==> src/rtl/pbac_pkg.sv <==
`default_nettype none

package pbac_pkg;

	localparam logic [11:0] OFS_DATA_SEL = 12'h210;
	localparam logic [11:0] OFS_PB_DATA = 12'h214;
	localparam logic [11:0] OFS_PB_CAP = 12'h218;
	localparam logic [11:0] OFS_ACS_HDR = 12'h220;
	localparam logic [11:0] OFS_ACS_CTRL = 12'h224;
	localparam logic [11:0] OFS_EGRESS = 12'h228;

	localparam int BASE_LSB = 0;
	localparam int SCALE_LSB = 8;
	localparam int SUB_LSB = 10;
	localparam int PMST_LSB = 13;
	localparam int TYPE_LSB = 15;
	localparam int RAIL_LSB = 18;
	localparam int SUPP_LSB = 0;
	localparam int VSIZE_LSB = 8;
	localparam int EN_LSB = 16;
	localparam int EN_EGRESS_BIT = 5;

	localparam logic [7:0] RST_BASE_POWER = 8'h04;
	localparam logic [1:0] RST_SCALE = 2'h0;
	localparam logic [2:0] RST_SUB_STATE = 3'h0;
	localparam logic [1:0] RST_PM_STATE = 2'h0;
	localparam logic [2:0] RST_TYPE_MAX = 3'h7;
	localparam logic [2:0] RST_RAIL = 3'h2;
	localparam logic [0:0] RST_SYS_ALLOC = 1'h0;
	localparam logic [7:0] RST_DATA_SEL = 8'h00;

	localparam logic [7:0] SEL_D0_MAX = 8'h00;
	localparam logic [7:0] SEL_D0_SUST = 8'h01;

	localparam logic [15:0] ACS_CAP_ID = 16'h000d;
	localparam logic [3:0] ACS_CAP_VER = 4'h1;
	localparam logic [11:0] ACS_NEXT_PTR = 12'h240;
	localparam logic [6:0] RST_ACS_SUPP = 7'h7f;
	localparam logic [7:0] RST_VEC_SIZE = 8'h08;
	localparam logic [6:0] RST_ACS_EN = 7'h00;
	localparam logic [7:0] RST_EGRESS = 8'h00;

	typedef enum logic [1:0] {
		PBAC_ST_STRAP = 2'b01,
		PBAC_ST_RUN = 2'b10
	} pbac_state_t;

endpackage

`default_nettype wire

==> src/rtl/pbac_preload_field.sv <==
`default_nettype none

module pbac_preload_field #(
	parameter int W = 8,
	parameter logic [W-1:0] RST = '0
) (
	input wire logic clk_sys,
	input wire logic nrst,
	input wire logic load,
	input wire logic [W-1:0] value,
	output logic [W-1:0] q
);

	logic [W-1:0] field_q;
	logic [W-1:0] field_d;

	// Software cannot write this field; only the preload path replaces it
	always_comb begin
		field_d = field_q;
		if (load) begin
			field_d = value;
		end
	end

	always_ff @(posedge clk_sys or negedge nrst) begin
		if (!nrst) begin
			field_q <= RST;
		end else begin
			field_q <= field_d;
		end
	end

	assign q = field_q;

endmodule

`default_nettype wire

==> src/rtl/pbac_regs.sv <==
`default_nettype none

module pbac_regs #(
	parameter logic [2:0] SUST_TYPE = 3'h1
) (
	input wire logic clk_sys,
	input wire logic nrst,
	input wire logic port_is_downstream,
	input wire logic [11:0] reg_addr,
	input wire logic [31:0] reg_wdata,
	input wire logic reg_wr,
	input wire logic reg_rd,
	output logic [31:0] reg_rdata,
	input wire logic pre_load,
	input wire logic [7:0] pre_base_power,
	input wire logic [1:0] pre_scale,
	input wire logic [1:0] pre_pm_state,
	input wire logic pre_sys_alloc,
	output logic downstream_port,
	output logic [6:0] acs_enable,
	output logic [7:0] egress_block
);

	////////////////////////////////////////////////////////////////////////
	// Preloadable read-only defaults

	logic [7:0] base_power;
	logic [1:0] data_scale;
	logic [1:0] pm_state;
	logic [0:0] sys_alloc;

	pbac_preload_field #(
		.W(8),
		.RST(pbac_pkg::RST_BASE_POWER)
	) u_base_power (
		.clk_sys(clk_sys),
		.nrst(nrst),
		.load(pre_load),
		.value(pre_base_power),
		.q(base_power)
	);

	pbac_preload_field #(
		.W(2),
		.RST(pbac_pkg::RST_SCALE)
	) u_data_scale (
		.clk_sys(clk_sys),
		.nrst(nrst),
		.load(pre_load),
		.value(pre_scale),
		.q(data_scale)
	);

	pbac_preload_field #(
		.W(2),
		.RST(pbac_pkg::RST_PM_STATE)
	) u_pm_state (
		.clk_sys(clk_sys),
		.nrst(nrst),
		.load(pre_load),
		.value(pre_pm_state),
		.q(pm_state)
	);

	pbac_preload_field #(
		.W(1),
		.RST(pbac_pkg::RST_SYS_ALLOC)
	) u_sys_alloc (
		.clk_sys(clk_sys),
		.nrst(nrst),
		.load(pre_load),
		.value(pre_sys_alloc),
		.q(sys_alloc)
	);

	////////////////////////////////////////////////////////////////////////
	// Port role strap

	pbac_pkg::pbac_state_t state_q;
	pbac_pkg::pbac_state_t state_d;
	logic ds_q;
	logic ds_d;

	// The strap is caught one edge after reset release, never under reset
	always_comb begin
		state_d = state_q;
		ds_d = ds_q;
		case (state_q)
			pbac_pkg::PBAC_ST_STRAP: begin
				ds_d = port_is_downstream;
				state_d = pbac_pkg::PBAC_ST_RUN;
			end
			pbac_pkg::PBAC_ST_RUN: begin
				ds_d = ds_q;
			end
			default: begin
				state_d = pbac_pkg::PBAC_ST_STRAP;
				ds_d = 1'b0;
			end
		endcase
	end

	always_ff @(posedge clk_sys or negedge nrst) begin
		if (!nrst) begin
			state_q <= pbac_pkg::PBAC_ST_STRAP;
			ds_q <= 1'b0;
		end else begin
			state_q <= state_d;
			ds_q <= ds_d;
		end
	end

	////////////////////////////////////////////////////////////////////////
	// Writable state

	logic [7:0] data_sel_q;
	logic [7:0] data_sel_d;
	logic [6:0] acs_en_q;
	logic [6:0] acs_en_d;
	logic [7:0] egress_q;
	logic [7:0] egress_d;
	logic [7:0] egress_blk_q;
	logic [7:0] egress_blk_d;
	logic wr_sel;
	logic wr_ctrl;
	logic wr_egr;

	always_comb begin
		wr_sel = reg_wr && (reg_addr == pbac_pkg::OFS_DATA_SEL);
		// Upstream port has no ACS registers: writes there fall away
		wr_ctrl = reg_wr && ds_q && (reg_addr == pbac_pkg::OFS_ACS_CTRL);
		wr_egr = reg_wr && ds_q && (reg_addr == pbac_pkg::OFS_EGRESS);
	end

	always_comb begin
		data_sel_d = data_sel_q;
		acs_en_d = acs_en_q;
		egress_d = egress_q;
		if (wr_sel) begin
			data_sel_d = reg_wdata[7:0];
		end
		if (wr_ctrl) begin
			// Only bits 22:16 take the write; the rest are fixed or reserved
			acs_en_d = reg_wdata[pbac_pkg::EN_LSB +: 7];
		end
		if (wr_egr) begin
			egress_d = reg_wdata[7:0];
		end
		// Vector is inert until peer egress control is enabled
		if (acs_en_d[pbac_pkg::EN_EGRESS_BIT]) begin
			egress_blk_d = egress_d;
		end else begin
			egress_blk_d = 8'h00;
		end
	end

	always_ff @(posedge clk_sys or negedge nrst) begin
		if (!nrst) begin
			data_sel_q <= pbac_pkg::RST_DATA_SEL;
			acs_en_q <= pbac_pkg::RST_ACS_EN;
			egress_q <= pbac_pkg::RST_EGRESS;
			egress_blk_q <= pbac_pkg::RST_EGRESS;
		end else begin
			data_sel_q <= data_sel_d;
			acs_en_q <= acs_en_d;
			egress_q <= egress_d;
			egress_blk_q <= egress_blk_d;
		end
	end

	////////////////////////////////////////////////////////////////////////
	// Read image of each register

	logic [31:0] img_data;
	logic [31:0] img_cap;
	logic [31:0] img_hdr;
	logic [31:0] img_ctrl;
	logic [31:0] img_egr;

	always_comb begin
		img_data = 32'h0000_0000;
		// Any index other than the two D0 entries reports a zero budget
		if (data_sel_q == pbac_pkg::SEL_D0_MAX || data_sel_q == pbac_pkg::SEL_D0_SUST) begin
			img_data[pbac_pkg::BASE_LSB +: 8] = base_power;
			img_data[pbac_pkg::SCALE_LSB +: 2] = data_scale;
			img_data[pbac_pkg::SUB_LSB +: 3] = pbac_pkg::RST_SUB_STATE;
			img_data[pbac_pkg::PMST_LSB +: 2] = pm_state;
			img_data[pbac_pkg::TYPE_LSB +: 3] = pbac_pkg::RST_TYPE_MAX;
			img_data[pbac_pkg::RAIL_LSB +: 3] = pbac_pkg::RST_RAIL;
			if (data_sel_q == pbac_pkg::SEL_D0_SUST) begin
				img_data[pbac_pkg::TYPE_LSB +: 3] = SUST_TYPE;
			end
		end
	end

	always_comb begin
		img_cap = 32'h0000_0000;
		img_cap[0] = sys_alloc[0];
	end

	always_comb begin
		img_hdr = 32'h0000_0000;
		img_ctrl = 32'h0000_0000;
		img_egr = 32'h0000_0000;
		if (ds_q) begin
			img_hdr = {pbac_pkg::ACS_NEXT_PTR, pbac_pkg::ACS_CAP_VER,
				pbac_pkg::ACS_CAP_ID};
			img_ctrl[pbac_pkg::SUPP_LSB +: 7] = pbac_pkg::RST_ACS_SUPP;
			img_ctrl[pbac_pkg::VSIZE_LSB +: 8] = pbac_pkg::RST_VEC_SIZE;
			img_ctrl[pbac_pkg::EN_LSB +: 7] = acs_en_q;
			img_egr[7:0] = egress_q;
		end
	end

	////////////////////////////////////////////////////////////////////////
	// Read port: data stand only in the cycle after the strobe

	logic [31:0] rdata_q;
	logic [31:0] rdata_d;

	always_comb begin
		rdata_d = 32'h0000_0000;
		if (reg_rd) begin
			case (reg_addr)
				pbac_pkg::OFS_DATA_SEL: rdata_d = {24'h000000, data_sel_q};
				pbac_pkg::OFS_PB_DATA: rdata_d = img_data;
				pbac_pkg::OFS_PB_CAP: rdata_d = img_cap;
				pbac_pkg::OFS_ACS_HDR: rdata_d = img_hdr;
				pbac_pkg::OFS_ACS_CTRL: rdata_d = img_ctrl;
				pbac_pkg::OFS_EGRESS: rdata_d = img_egr;
				default: rdata_d = 32'h0000_0000;
			endcase
		end
	end

	always_ff @(posedge clk_sys or negedge nrst) begin
		if (!nrst) begin
			rdata_q <= 32'h0000_0000;
		end else begin
			rdata_q <= rdata_d;
		end
	end

	assign reg_rdata = rdata_q;
	assign downstream_port = ds_q;
	assign acs_enable = acs_en_q;
	assign egress_block = egress_blk_q;

endmodule

`default_nettype wire

==> config.mk <==
export PLATFORM = sky130hd
export DESIGN_NAME = pbac_regs
export DESIGN_NICKNAME = d
export VERILOG_FILES = /design/src/rtl/pbac_pkg.sv /design/src/rtl/pbac_preload_field.sv /design/src/rtl/pbac_regs.sv
export SDC_FILE = /design/constraint.sdc
export NUM_CORES = 1
export LEC_CHECK = 0
export BUFFER_PORTS_ARGS = -buffer_cell sky130_fd_sc_hd__buf_2
export CAP_MARGIN = 20
export CORE_ASPECT_RATIO = 2
export CORE_MARGIN = 1
export CORE_UTILIZATION = 45
export DETAILED_ROUTE_END_ITERATION = 6
export PLACE_DENSITY_LB_ADDON = 0.1
export SLEW_MARGIN = 20
export SYNTH_ARGS = -nofsm -noshare
export SYNTH_HDL_FRONTEND = slang
export SYNTH_SLANG_ARGS = --single-unit
==> constraint.sdc <==
create_clock -name clk_sys -period 4.9 [get_ports clk_sys]
set_input_delay 0.98 -clock clk_sys [delete_from_list [all_inputs] [get_ports clk_sys]]
set_output_delay 0.98 -clock clk_sys [all_outputs]
set_load 0.005 [all_outputs]
==> results of run 1 <==
==> through the flow <==
step	util	hold slack (ps)
after global routing	0.582	502
after global placement	0.538	451
after CTS	0.582	476
after detailed placement	0.538	464
final	0.582	473
after floorplan	-	435
==> path summary, 6_finish.rpt <==
path	endpoint	depth (start not counted)	slack, ps
max in group asynchronous	state_q[0]$_DFFE_PN1P_	2	3200
min reg2reg	reg_rdata[9]$_DFF_PN0_	1	470
min	reg_rdata[9]$_DFF_PN0_	1	470
min in group asynchronous	u_base_power.q[7]$_DFFE_PN0P_	1	730
max	egress_block[1]$_DFF_PN0_	5	2210
max reg2reg	egress_block[1]$_DFF_PN0_	4	2780
==> layer usage <==
layer	global-route usage	wire, microns
met1	0.238	2570
met2	0.380	3800
met3	0.0532	252
met4	0.100	140
met5	0	0
==> power by group through the flow <==
stage | logic [mW] | clock network [mW] | registers [mW]
finish | 0.0685 | 0.591 | 0.589
global placement | 0.0686 | 0 | 0.598
CTS | 0.0702 | 0.601 | 0.589
global route | 0.0769 | 0.627 | 0.590
floorplan | 0.0333 | 0 | 0.597
detailed placement | 0.0697 | 0 | 0.599
==> cells in the final DEF (no fill, tap or decap), types with 2 or more instances in the layout <==
| cell | count |
|---|---|
| nor4b_2 | 3 |
| a22o_1 | 2 |
| nor3_1 | 2 |
| clkinv_2 | 3 |
| clkbuf_8 | 2 |
| o21ai_0 | 9 |
| nor4_1 | 2 |
| dfstp_2 | 2 |
| a21oi_1 | 11 |
| and2_1 | 5 |
| mux2_2 | 27 |
| buf_2 | 84 |
| and3_1 | 6 |
| nand3b_1 | 3 |
| nor2_1 | 3 |
| conb_1 | 9 |
| nand2_1 | 13 |
| a2bb2oi_1 | 2 |
| nand4_1 | 2 |
| dfrtp_1 | 67 |
| nor3_4 | 2 |
| nand3_1 | 17 |
| and4_1 | 3 |
| inv_1 | 3 |
| clkbuf_16 | 9 |
| a21o_1 | 2 |
| a22oi_1 | 14 |
==> state kept, by name, indices dropped and copies added, names as in the netlist, 7 cells and up <==
register	count
reg_rdata	22
data_sel_q	8
egress_block	8
egress_q	8
u_base_power.q	8
acs_enable	7
==> cells in the mapped netlist, types with 2 or more instances <==
cell	number	area share
dfrtp_1	67	0.57
mux2_2	27	0.10
nand3_1	17	0.029
a22oi_1	14	0.036
nand2_1	13	0.017
a21oi_1	11	0.019
buf_4	10	0.026
o21ai_0	9	0.015
and3_1	6	0.013
and2_1	5	0.011
clkbuf_1	4	0.0051
and4_1	3	0.0090
inv_1	3	0.0038
nand3b_1	3	0.0077
nor2_1	3	0.0038
nor4b_2	3	0.015
a21o_1	2	0.0051
a22o_1	2	0.0060
a2bb2oi_1	2	0.0060
buf_2	2	0.0034
dfstp_2	2	0.018
nand4_1	2	0.0043
nor3_1	2	0.0034
nor3_4	2	0.011
nor4_1	2	0.0043
==> area by class of cell <==
cell class	count	area share
sequential	69	0.471
multi-input combinational	153	0.304
timing repair buffer	85	0.117
clock buffer	12	0.0699
tap	86	0.0293
clock inverter	4	0.00613
inverter	3	0.00307
==> cells by family after synthesis <==
| kind of cell | synth area share |
|---|---|
| mux | 0.104 |
| flops | 0.590 |
| xor+xnor | 0.00598 |
| buf+inv | 0.0393 |
| other cells | 0.00128 |
| simple gates | 0.157 |
| compound gates | 0.103 |
==> critical path, delay by kind of cell <==
kind | cells | cell delay (ps)
compound gates | 2 | 920
simple gates | 2 | 830
buf+inv | 1 | 110
==> flow_summary.json, run 1 <==
{
  "diodes": 0,
  "hp-class": "register to register",
  "rsz0062_at_grt": "false",
  "critPathRequiredTime_ps": 5040,
  "final_nets": 384,
  "switching_share": 0.216,
  "num_vias": 2178,
  "multi_input_comb_area_sq_um": 1120,
  "ant_nets": 0,
  "antenna_found_initial": 0,
  "synth_area_sq_um": 2930,
  "gp_congestion": 0.827,
  "ys_seq_elements": 69,
  "synth_ff_type": "dfrtp_1",
  "timing.slew.headroom": 0.332,
  "post_synth.cell_area_avg_sq_um": 12.5,
  "ys_seq_area_frac": 0.590,
  "drt_wl_total_microns": 6760,
  "drtIter0Drc": 47,
  "grt_pass1_wl_microns": 10400,
  "internal_power_mw": 0.979,
  "hold_start": "u_data_scale.q[1]$_DFFE_PN0P_",
  "detail_route.first_pass.iterations": 4,
  "worstPathArrival_ps": 2830,
  "vias_per_cell": 5.29,
  "period_needed_ps": 2690,
  "core-area_sq_um": 6310,
  "cts_made_buffers": 9,
  "worst_pin_slew_ps": 1000,
  "holdBufCountCts": 0,
  "cp_cell_sequence": "buf_2 > nor4b_2 > nand3_1 > o31ai_2 > a22oi_1",
  "clk_pin_slew_ps": 50,
  "grt_max_degree": 38,
  "critPathLaunch": "reg_addr[8]",
  "dpl_worst_slack_ps": 1900,
  "grt_pass1_vias": 2098,
  "fin_tns_setup_ps": 0,
  "power.density_nw_per_um2": 340,
  "final_layout_size_suffix_gt1_frac": 0.426,
  "synth.distinct_cells": 43,
  "finClkSkew_ps": 6.11,
  "dpl_cell_area_sq_um": 3390,
  "die_area_sq_um": 6860,
  "power_frac_seq": 0.472,
  "post_cts_buffers": 0,
  "htreeDepth": 3,
  "grt_usage": 0.216,
  "area_growth_pct": 25.3,
  "post-route-period-util": 0.550,
  "die_x_microns": 59.1,
  "clock_latency_ps": 330,
  "rows": 41,
  "cap_violations": 0,
  "wire_per_inst_microns": 16.4,
  "synth_cells": 234,
  "post_cts_resized": 0,
  "synth_edf_count": 0,
  "critical_path.max_fanout": 9,
  "die_y_microns": 116,
  "root_buffer": "clkbuf_16",
  "dpl.hpwl_microns": 5000,
  "cts_buffer_depth": 2,
  "postLayoutCellArea_sq_um": 3670,
  "slew_violations": 0,
  "p_sw_mw": 0.270,
  "r2r_start": "downstream_port$_DFFE_PN0P_",
  "final_hold_viol_count": 0,
  "pwr-share-comb": 0.055,
  "n_fill_cell": 582,
  "clock_power_share": 0.473,
  "max-vdd-ir-drop_uv": 271,
  "power.total_mw": 1.25,
  "layout.cells.non_filler": 412,
  "power.leakage_nw": 1.89,
  "overflow": 0,
  "crit_path_start_kind": "input pin",
  "endpoint_kind": "register",
  "drc": 0,
  "ys_warn_count": 0,
  "critical_path_class": "input pin to register",
  "cp_slowest_stage_delay_ps": 690,
  "cts_tree": "done",
  "outcome": "finished, final reports clean",
  "regArea_sq_um": 1730,
  "port_buffers": 84,
  "placed_cells": 396,
  "start_util": 0.464,
  "cts.sinks": 69,
  "async_reset_ff_frac": 1.00,
  "io-pin-count": 111,
  "setup_ws_ps": 2210,
  "setup_violations": 0,
  "crit_slowest_cell": "o31ai_2",
  "fmax_mhz": 371
}
(Power assumes the default switching activity.)
==> run 2, diff against run 1 <==
- clock period: 4.9 -> 2.5 ns (I/O delays scaled with it)
==> run 2 against run 1 <==
Against the previous run: sequential power increased by 95%; clock skew up 0.96 ps; hold slack lost 250 ps; design area rose by 2.6%; sequential share of layout area fell by 1.2 points; critical path type unchanged.
==> flow_summary.json, run 2 (synthesis results as in run 1) <==
{
  "drtIter0Drc": 112,
  "antenna_found_initial": 0,
  "grt_pass1_wl_microns": 10500,
  "final_nets": 398,
  "power_frac_seq": 0.483,
  "fmax_mhz": 551,
  "rsz0062_at_grt": "false",
  "start_util": 0.464,
  "holdBufCountCts": 0,
  "cap_violations": 0,
  "grt_max_degree": 39,
  "root_buffer": "clkbuf_16",
  "dpl_cell_area_sq_um": 3510,
  "timing.slew.headroom": 0.516,
  "drc": 0,
  "critical_path.max_fanout": 9,
  "detail_route.first_pass.iterations": 4,
  "port_buffers": 84,
  "power.leakage_nw": 1.95,
  "crit_path_start_kind": "input pin",
  "die_y_microns": 116,
  "wire_per_inst_microns": 15.3,
  "post-route-period-util": 0.726,
  "grt_pass1_vias": 2162,
  "cp_cell_sequence": "buf_2 > nor4b_2 > buf_4 > and4_1 > nand3_1 > a22oi_1",
  "power.density_nw_per_um2": 635,
  "cts.sinks": 69,
  "post_cts_buffers": 0,
  "area_growth_pct": 28.5,
  "max-vdd-ir-drop_uv": 428,
  "clock_latency_ps": 330,
  "final_cell_mix": "buf_2, dfrtp_1, mux2_2, nand3_1",
  "post_cts_resized": 0,
  "num_vias": 2183,
  "htreeDepth": 3,
  "internal_power_mw": 1.87,
  "final_hold_viol_count": 0,
  "slew_violations": 0,
  "power.total_mw": 2.39,
  "setup_violations": 0,
  "gp_congestion": 0.797,
  "cts_made_buffers": 9,
  "rows": 41,
  "endpoint_kind": "register",
  "clk_pin_slew_ps": 50,
  "p_sw_mw": 0.520,
  "ant_nets": 0,
  "grt_usage": 0.214,
  "worstPathArrival_ps": 2040,
  "finClkSkew_ps": 7.07,
  "postLayoutCellArea_sq_um": 3760,
  "period_needed_ps": 1810,
  "core-area_sq_um": 6310,
  "drt_wl_total_microns": 6540,
  "die_x_microns": 59.1,
  "cp_slowest_stage_delay_ps": 330,
  "io-pin-count": 111,
  "dpl.hpwl_microns": 4990,
  "critPathRequiredTime_ps": 2720,
  "outcome": "finished, final reports clean",
  "cts_buffer_depth": 2,
  "largest_register_ffs": 22,
  "vias_per_cell": 5.12,
  "overflow": 0,
  "final_layout_size_suffix_gt1_frac": 0.441,
  "crit_slowest_cell": "nand3_1",
  "pwr-share-comb": 0.059,
  "worst_pin_slew_ps": 726,
  "clock_power_share": 0.458,
  "diodes": 0,
  "hp-class": "input pin to async pin",
  "fin_tns_setup_ps": 0,
  "cts_tree": "done",
  "layout_commonest_cell": "buf_2",
  "critical_path_class": "input pin to register",
  "die_area_sq_um": 6860,
  "switching_share": 0.217
}
-- run 2: cell types whose count changed in the layout (fill, tap and decap cells not counted) --
cell	before	now
buf_12	0	1
clkbuf_1	1	4
clkbuf_8	2	0
clkinvlp_4	1	0
buf_4	1	14
-- run 2: area by class of cell --
cell class	count	area, sq um
inverter	3	11.3
sequential	69	1730
clock buffer	13	240
fill	563	2540
tap	86	108
clock inverter	3	15.0
multi-input combinational	153	1120
timing repair buffer	99	546
-- run 2: worst paths after layout --
kind	cells after the start	to	slack [ps]	start
worst max-delay path	6	egress_block[1]$_DFF_PN0_	690	reg_addr[8]
worst min-delay path	1	reg_rdata[14]$_DFF_PN0_	220	nrst
worst max register to register	4	egress_block[1]$_DFF_PN0_	710	downstream_port$_DFFE_PN0P_
worst min register to register	1	state_q[0]$_DFFE_PN1P_	470	state_q[1]$_DFFE_PN0P_
max in group asynchronous	2	egress_block[1]$_DFF_PN0_	1630	nrst
min in group clk_sys	2	acs_enable[1]$_DFFE_PN0N_	390	reg_wdata[17]
-- run 2: critical path: cells and delay by family --
| family | cells | cell delay (ps) |
|---|---|---|
| AO/OA/AOI/OAI | 1 | 330 |
| buffers and inverters | 2 | 280 |
| AND/OR/NAND/NOR | 3 | 920 |
-- run 2: metrics by stage --
stage,hold WS [ps],setup WS (ps),util,instances
2_1_floorplan,204,550,-,242
3_3_place_gp,450,306,0.556,410
3_5_place_dp,455,322,0.556,410
4_1_cts,245,661,0.597,426
5_1_grt,288,567,0.597,426
6_report,225,686,0.597,426
-- run 2: routing by layer --
metal  vias to the layer above  share of wire  global-route usage
li1                       1046              -                   -
met1                      1059           0.38               0.237
met2                        64           0.55               0.368
met3                        14          0.043              0.0509
met4                         0          0.028               0.117
met5                         -              0                   0
-- run 2: power groups by stage --
stage	clock (mW)	sequential, mW	combinational, mW
2_1_floorplan	0	1.17	0.0654
3_3_place_gp	0	1.17	0.142
3_5_place_dp	0	1.17	0.143
4_1_cts	1.11	1.15	0.144
5_1_grt	1.17	1.16	0.158
6_report	1.10	1.15	0.141
